**src/inc/prmc_pkg.sv**
```systemverilog
package prmc_pkg;

  // Supply configuration as identified at cold boot
  typedef enum logic [1:0] {
    CFG_UNKNOWN = 2'h0,
    CFG_BUCK = 2'h1,
    CFG_BOOST = 2'h2
  } prmc_cfg_type;

  // Power mode of the system
  typedef enum logic [1:0] {
    MODE_ACTIVE = 2'h0,
    MODE_SLEEP = 2'h1,
    MODE_HIBERNATE = 2'h2
  } prmc_mode_type;

  // Rail-link switch selection
  localparam logic [1:0] LINK_DIODE = 2'h0;
  localparam logic [1:0] LINK_HIBERN = 2'h1;
  localparam logic [1:0] LINK_SOFT = 2'h2;
  localparam logic [1:0] LINK_HARD = 2'h3;

  // Converter output level codes (boost high rail)
  localparam logic [1:0] LEVEL_1V8 = 2'h0;
  localparam logic [1:0] LEVEL_2V5 = 2'h1;
  localparam logic [1:0] LEVEL_3V0 = 2'h2;

  // Reset values
  localparam logic [1:0] LINK_RESET = LINK_DIODE;
  localparam logic [3:0] TRIM_RESET = 4'h0;
  localparam logic [1:0] LOWREG_RESET = 2'h0;
  localparam logic [1:0] LEVEL_RESET = LEVEL_1V8;

  // Software control fields
  typedef struct packed {
    logic clampAutoselectOff;
    logic [3:0] clampLevelTrim;
    logic coreRegRetentionOn;
    logic forceSlowclkCoreRetention;
    logic converterSleepOn;
    logic [1:0] lowRailRegulatorCtrl;
    logic [1:0] converterOutputLevel;
    logic converterOn;
    logic converterKeepInSleep;
    logic [1:0] railLinkSwitchCtrl;
    logic highRailCompareOn;
    logic railClampMode;
    logic highRailPorMask;
    logic highRailPorOff;
  } prmc_ctrl_type;

  // Drives toward the analog rails
  typedef struct packed {
    logic clampFromHighRail;
    logic railLinkClosed;
    logic railClampOn;
    logic converterRun;
    logic [1:0] converterLevel;
    logic highCompareOn;
  } prmc_rail_type;

endpackage

```
**src/logic/prmc_sync.sv**
```systemverilog
module prmc_sync (
  // Clock and reset
  input wire logic core_clk,
  input wire logic rstn,
  input wire logic clkEn,
  // Data
  input wire logic asyncIn,
  output logic syncOut
);
  logic meta_q;

  always_ff @(posedge core_clk) begin
    if (!rstn) begin
      meta_q <= 1'b0;
      syncOut <= 1'b0;
    end else if (clkEn) begin
      meta_q <= asyncIn;
      syncOut <= meta_q;
    end
  end
endmodule // prmc_sync

```
**src/logic/prmc_conv_ctrl.sv**
```systemverilog
module prmc_conv_ctrl (
  // Clock and reset
  input wire logic core_clk,
  input wire logic rstn,
  input wire logic clkEn,
  // Control
  input wire prmc_pkg::prmc_cfg_type cfg,
  input wire logic converterOn,
  input wire logic converterKeepInSleep,
  input wire logic sleepEntry,
  input wire logic wakeEvent,
  input wire logic asleep,
  // Status
  output logic convRun
);
  logic armed_q;
  logic hold_q;

  // Converter enable latched at sleep entry
  always_ff @(posedge core_clk) begin
    if (!rstn) begin
      armed_q <= 1'b0;
    end else if (clkEn && sleepEntry) begin
      armed_q <= converterOn;
    end
  end

  // Buck converter kept alive through sleep
  always_ff @(posedge core_clk) begin
    if (!rstn) begin
      hold_q <= 1'b0;
    end else if (clkEn && sleepEntry) begin
      hold_q <= converterOn && converterKeepInSleep && cfg == prmc_pkg::CFG_BUCK;
    end
  end

  // Run only on software request; during sleep only if held
  always_ff @(posedge core_clk) begin
    if (!rstn) begin
      convRun <= 1'b0;
    end else if (clkEn) begin
      if (asleep && !wakeEvent) begin
        convRun <= hold_q;
      end else if (wakeEvent) begin
        convRun <= armed_q && converterOn;
      end else begin
        convRun <= converterOn;
      end
    end
  end
endmodule // prmc_conv_ctrl

```
**src/logic/prmc_power_rail_ctrl.sv**
```systemverilog
// Notes on behaviour
// - Hibernation clamp uses higher rail; autoselect-off forces high rail.
// - Boost hibernation link code 1 closes the resistive link.
// - Link selection resets to diode-only option.
// - Link code 2 connects rails through resistor for whole sleep.
// - Link code 3 connects rails when high rail reaches low level.
// - Boost active high rail 1.8 V default, else 2.5 or 3.0 V.
// - Masked high-rail POR keeps status, no reset; off drops both.
// - Shorted rails (bypass) are identified as boost.
// - Boost: no converter start at cold boot; restart on wake if enabled.
// - Buck converter starts by software; runs in sleep only if kept.
// - Idle converter restarted in the wake cycle only if enabled at sleep entry; afterwards it follows converterOn.
module prmc_power_rail_ctrl (
  // Clock and reset
  input wire logic core_clk,
  input wire logic rstn,
  input wire logic clkEn,
  // Software control fields
  input wire prmc_pkg::prmc_ctrl_type ctrl,
  // Power mode requests from the power FSM
  input wire prmc_pkg::prmc_mode_type modeReq,
  input wire logic sleepEntry,
  input wire logic wakeEvent,
  // Analog status pins
  input wire logic highRailAboveLow,
  input wire logic lowRailPresent,
  input wire logic highRailNearLow,
  input wire logic highRailPorRaw,
  // Rail drives
  output prmc_pkg::prmc_rail_type rail,
  output logic [3:0] clampTrim,
  output logic [1:0] lowRegCtrl,
  output logic coreRetention,
  output logic slowclkRetention,
  output logic converterSleepMode,
  // Status and reset
  output prmc_pkg::prmc_cfg_type supplyCfg,
  output logic highRailPorStatus,
  output logic highRailPorReset
);
  logic aboveSync;
  logic lowSync;
  logic nearSync;
  logic porSync;
  logic cfgDone_q;
  logic [1:0] cfgSettle_q;
  logic asleep;
  logic hibernating;
  logic convRun;
  prmc_pkg::prmc_mode_type mode_q;
  logic [1:0] linkSel_q;
  logic linkClosed_d;
  logic clampHigh_d;

  // Pin synchronisers
  prmc_sync uSyncAbove (
    .core_clk(core_clk),
    .rstn(rstn),
    .clkEn(clkEn),
    .asyncIn(highRailAboveLow),
    .syncOut(aboveSync)
  );
  prmc_sync uSyncLow (
    .core_clk(core_clk),
    .rstn(rstn),
    .clkEn(clkEn),
    .asyncIn(lowRailPresent),
    .syncOut(lowSync)
  );
  prmc_sync uSyncNear (
    .core_clk(core_clk),
    .rstn(rstn),
    .clkEn(clkEn),
    .asyncIn(highRailNearLow),
    .syncOut(nearSync)
  );
  prmc_sync uSyncPor (
    .core_clk(core_clk),
    .rstn(rstn),
    .clkEn(clkEn),
    .asyncIn(highRailPorRaw),
    .syncOut(porSync)
  );

  // Supply configuration detected once after reset, then kept
  always_ff @(posedge core_clk) begin
    if (!rstn) begin
      supplyCfg <= prmc_pkg::CFG_UNKNOWN;
      cfgDone_q <= 1'b0;
      cfgSettle_q <= 2'h0;
    end else if (clkEn) begin
      // Wait until the synchroniser holds the pin, it is cleared by reset
      cfgSettle_q <= {cfgSettle_q[0], 1'b1};
      if (cfgSettle_q[1] && !cfgDone_q) begin
        cfgDone_q <= 1'b1;
        // Low rail powered (boost or shorted bypass) reads as boost
        supplyCfg <= lowSync ? prmc_pkg::CFG_BOOST : prmc_pkg::CFG_BUCK;
      end
    end
  end

  // Power mode tracking
  always_ff @(posedge core_clk) begin
    if (!rstn) begin
      mode_q <= prmc_pkg::MODE_ACTIVE;
    end else if (clkEn) begin
      if (wakeEvent) begin
        mode_q <= prmc_pkg::MODE_ACTIVE;
      end else if (sleepEntry) begin
        mode_q <= modeReq;
      end
    end
  end

  assign asleep = mode_q != prmc_pkg::MODE_ACTIVE;
  assign hibernating = mode_q == prmc_pkg::MODE_HIBERNATE;

  // Link selection sampled from software, diode option after reset
  always_ff @(posedge core_clk) begin
    if (!rstn) begin
      linkSel_q <= prmc_pkg::LINK_RESET;
    end else if (clkEn) begin
      linkSel_q <= ctrl.railLinkSwitchCtrl;
    end
  end

  // Rail link decision
  always_comb begin
    linkClosed_d = 1'b0;
    case (linkSel_q)
      prmc_pkg::LINK_DIODE: linkClosed_d = 1'b0;
      prmc_pkg::LINK_HIBERN: linkClosed_d = hibernating;
      prmc_pkg::LINK_SOFT: linkClosed_d = asleep;
      prmc_pkg::LINK_HARD: linkClosed_d = asleep && ctrl.highRailCompareOn && nearSync;
      default: linkClosed_d = 1'b0;
    endcase
    if (supplyCfg != prmc_pkg::CFG_BOOST) begin
      linkClosed_d = 1'b0;
    end
  end

  // Clamp supply choice
  always_comb begin
    clampHigh_d = 1'b1;
    if (!ctrl.clampAutoselectOff) begin
      clampHigh_d = aboveSync;
    end
  end

  // Converter sequencing across sleep
  prmc_conv_ctrl uConv (
    .core_clk(core_clk),
    .rstn(rstn),
    .clkEn(clkEn),
    .cfg(supplyCfg),
    .converterOn(ctrl.converterOn),
    .converterKeepInSleep(ctrl.converterKeepInSleep),
    .sleepEntry(sleepEntry),
    .wakeEvent(wakeEvent),
    .asleep(asleep),
    .convRun(convRun));

  // Registered rail drives
  always_ff @(posedge core_clk) begin
    if (!rstn) begin
      rail <= '0;
    end else if (clkEn) begin
      rail.clampFromHighRail <= clampHigh_d;
      rail.railLinkClosed <= linkClosed_d;
      rail.railClampOn <= ctrl.railClampMode && !asleep;
      rail.converterRun <= convRun && !hibernating;
      rail.converterLevel <= ctrl.converterOutputLevel;
      rail.highCompareOn <= ctrl.highRailCompareOn && linkSel_q == prmc_pkg::LINK_HARD;
    end
  end

  // Retention and regulator settings passed to the analog side
  always_ff @(posedge core_clk) begin
    if (!rstn) begin
      clampTrim <= prmc_pkg::TRIM_RESET;
      lowRegCtrl <= prmc_pkg::LOWREG_RESET;
      coreRetention <= 1'b0;
      slowclkRetention <= 1'b0;
      converterSleepMode <= 1'b0;
    end else if (clkEn) begin
      clampTrim <= ctrl.clampLevelTrim;
      lowRegCtrl <= ctrl.lowRailRegulatorCtrl;
      coreRetention <= ctrl.coreRegRetentionOn;
      slowclkRetention <= ctrl.forceSlowclkCoreRetention;
      converterSleepMode <= ctrl.converterSleepOn;
    end
  end

  // High-rail power-on reset gating
  always_ff @(posedge core_clk) begin
    if (!rstn) begin
      highRailPorStatus <= 1'b0;
      highRailPorReset <= 1'b0;
    end else if (clkEn) begin
      highRailPorStatus <= porSync && !ctrl.highRailPorOff;
      highRailPorReset <= porSync && !ctrl.highRailPorOff && !ctrl.highRailPorMask;
    end
  end
endmodule // prmc_power_rail_ctrl

```
**config.mk**
```make
export PLATFORM = sky130hd
export DESIGN_NAME = prmc_power_rail_ctrl
export DESIGN_NICKNAME = d
export VERILOG_FILES = /design/src/inc/prmc_pkg.sv /design/src/logic/prmc_sync.sv /design/src/logic/prmc_conv_ctrl.sv /design/src/logic/prmc_power_rail_ctrl.sv
export SDC_FILE = /design/constraint.sdc
export NUM_CORES = 1
export LEC_CHECK = 0
export ABC_AREA = 1
export ABC_CLOCK_PERIOD_IN_PS = 1000
export BUFFER_PORTS_ARGS = -buffer_cell sky130_fd_sc_hd__buf_2
export CORE_MARGIN = 8
export CORE_UTILIZATION = 48
export CTS_CLUSTER_DIAMETER = 80
export DETAILED_ROUTE_END_ITERATION = 8
export PLACE_DENSITY = 0.76
export SETUP_SLACK_MARGIN = 0.05
export SYNTH_ARGS = -nofsm -noshare
export SYNTH_HDL_FRONTEND = slang
export SYNTH_SLANG_ARGS = --single-unit
```
**constraint.sdc**
```tcl
create_clock -name core_clk -period 1 [get_ports core_clk]
set_input_delay 0.25 -clock core_clk [delete_from_list [all_inputs] [get_ports core_clk]]
set_output_delay 0.25 -clock core_clk [all_outputs]
set_load 0.01 [all_outputs]
```
==> run summary <==
fraction of registers with async set/reset = 0%
Root Buffer = clkbuf_4
fillers = 244
#FFs+latches synth = 38
Slew @ Worst Pin = 0.285 ns
slowest CP cell = dfxtp_2
R2R Setup Slk = 0.01 ns
Peak VDD IR = 1240 µV
top_reg_cell synth = dfxtp_1
hold depth = 3
vias in the first global route = 1450
Final Util = 72.2%
power density cells = 1460 nW/µm²
Post-synth EDFFs = 0
clk slew on worst S/H paths = 0.12 ns
worst path bufs/invs = 1
Worst path max stage delay = 0.35 ns
worst hold margin = 0.127 ns
Setup TNS = -0.755 ns
# IOs = 51
endpoints failing setup = 20
WP depth = 1
Die ar. = 4940 µm²
crit-path leading delay family = flip-flops
Worst setup SP type = flip-flop
layout cell share with drive strength beyond 1 = 39.9%
CTS Sinks = 38
final hold vios = 0
Post-route DRC = 0
DR pass1 iterations = 4
Yosys warnings = 0
Crit Path Class = flip-flop to output pin
total core area = 2780 µm²
Mapped Nets = 218
Initial Utilization = 50.9%
detailed-route via count = 1395
CTS buffer count = 5
via/cell ratio = 5.00
Design Power = 2.93 mW
Total Routing Usage GR = 14.4%
count of pins over their slew limit = 0
Ant. Diodes = 0
nets = 278
worst skew pair latency = 0.35 ns
relative slew slack = 80.9%
site row count = 19
clock tree buffer depth = 2
register area share after synthesis = 53.7%
CP Cell Sequence = buf_6
skew final = 0.0183 ns
total leakage power = 0.927 nW
Synth cell types = 19
fmax = 945 MHz
number of DRC markers in iteration 0 = 66
failing checks = negative setup slack
CP Capture Type = output pin
Hold Crit Class = input pin to flip-flop
fin cells = 279
Final HPWL DP = 2.37 mm
port buffer count = 50
die height = 70.3 µm
RSZ-0062 raised after global routing = true
Placer Congestion = 0.770
DRT Wirelength = 3.36 mm
slack of the critical path = -0.0579 ns
status = complete, but fails checks
Overflow after GRT = 0
Reg2Reg Depth = 6
WP data arrival = 0.81 ns
Mapped Cells = 187
H-tree depth = 2
Mapped Area = 1420 µm²
first-pass GRT wire length = 6.02 mm
initial antenna violation count = 0
fin crit period = 1.06 ns
wire per inst = 12.1 µm
max_cap viols = 0
Tcrit/Tclk final = 106%
post-route ant nets = 0
dpl cells = 265
Die Span X = 70.3 µm
P&R area growth vs syn = 41.9%
largest net degree at the start of global routing = 29
Post-Syn Area per Cell = 7.57 µm²
Worst EP required = 0.75 ns
largest fanout on the critical path = 2
CTS tree = yes
## state kept, by name, summed over array words and instances, names as in the netlist, 2 cells and up
name,count
supplyCfg,2
cfgSettle_q,2
mode_q,2
rail,7
clampTrim,4
linkSel_q,2
lowRegCtrl,2
## Yosys cell counts (2+ instances only)
| cell type | number | area share [%] |
|---|---|---|
| nor2_1 | 51 | 14 |
| dfxtp_1 | 38 | 54 |
| o21ai_0 | 25 | 8.8 |
| nand2_1 | 23 | 6.1 |
| a21oi_1 | 12 | 4.2 |
| nand3_1 | 9 | 3.2 |
| inv_1 | 8 | 2.1 |
| buf_2 | 7 | 2.5 |
| o21ai_1 | 3 | 1.1 |
| nand4_1 | 2 | 0.88 |
## metal layers
| metal | vias to the layer above | wire, µm | track usage (%) | share of wire (%) |
|---|---|---|---|---|
| li1 | 724 | - | - | - |
| met1 | 623 | 1470 | 15.5 | 44 |
| met2 | 41 | 1600 | 24.7 | 48 |
| met3 | 7 | 226 | 5.37 | 6.7 |
| met4 | 0 | 65 | 6.03 | 1.9 |
| met5 | - | 0 | 0 | 0 |
## report_power, final
part / switching [mW] / internal, mW / total [mW] / leakage [nW]
sequential: 0.0544 / 1.61 / 1.67 / 0.322
clock: 0.483 / 0.341 / 0.824 / 0.0353
combinational: 0.209 / 0.226 / 0.435 / 0.570
## layout make-up
class                   instances  area, µm²  area share (%)
repair buffers                 62        494            24.6
inverters                      11       43.8            2.18
well taps                      31       38.8            1.93
clock buffers                   7       55.1            2.74
clock inverters                 1       5.00           0.249
multi-input cells             129        584            29.1
flip-flops and latches         38        788            39.2
## cells by family (layout without fill, tap and decap cells)
group	after synthesis	count (layout)	share of synthesized area [%]
AO/OA/AOI/OAI	42	42	15.2
buffers and inverters	20	81	6.62
flip-flops	38	38	53.7
AND/OR/NAND/NOR	87	87	24.5
## path summary, 6_finish.rpt
| check | endpoint | start |
|---|---|---|
| worst max-delay path | supplyCfg[0] | supplyCfg[0] |
| worst min-delay path | rail[2] | ctrl[9] |
| worst max register to register | rail[5] | supplyCfg[1] |
| worst min register to register | uSyncNear.syncOut | uSyncNear.meta_q |
## cell usage in the layout, fill, tap and decap left out
| cell type | Yosys | routed |
|---|---|---|
| o21a_1 | 1 | 1 |
| inv_1 | 8 | 7 |
| buf_12 | 0 | 2 |
| dfxtp_2 | 0 | 22 |
| clkinv_1 | 1 | 1 |
| inv_2 | 1 | 2 |
| nand2_4 | 0 | 1 |
| o211ai_1 | 1 | 1 |
| buf_6 | 1 | 21 |
| dfxtp_1 | 38 | 16 |
| inv_4 | 1 | 1 |
| o21ai_0 | 25 | 25 |
| o21ai_1 | 3 | 3 |
| nor2_1 | 51 | 50 |
| nand2_1 | 23 | 21 |
| clkbuf_1 | 1 | 1 |
| nand3_2 | 0 | 1 |
| nor2_4 | 0 | 1 |
| buf_4 | 0 | 9 |
| nor3_1 | 1 | 1 |
| nor2_2 | 1 | 1 |
| nand3_1 | 9 | 8 |
| nand4_1 | 2 | 2 |
| a21oi_1 | 12 | 12 |
| clkbuf_8 | 0 | 1 |
| buf_2 | 7 | 30 |
| nand2_2 | 0 | 1 |
| clkinv_2 | 0 | 1 |
| clkbuf_4 | 0 | 5 |
## per-stage QoR
stage / area (µm²) / worst slack, ns
after detailed placement: 1730 / 0.0170
after global routing: 2010 / -0.100
after floorplan: 1420 / 0.171
final: 2010 / -0.0579
after CTS: 1950 / -0.0602
after global placement: 1730 / 0.0423
## what timing repair did
item / in CTS / in global routing
resized for setup: 40 / 10
setup buffers: 2 / 4
endpoints found under the setup margin: 20 / 22
pin swaps: 0 / 4
cloned: 0 / 0
hold buffers: 0 / 0
Note: power is estimated with default switching activity, not from simulation.
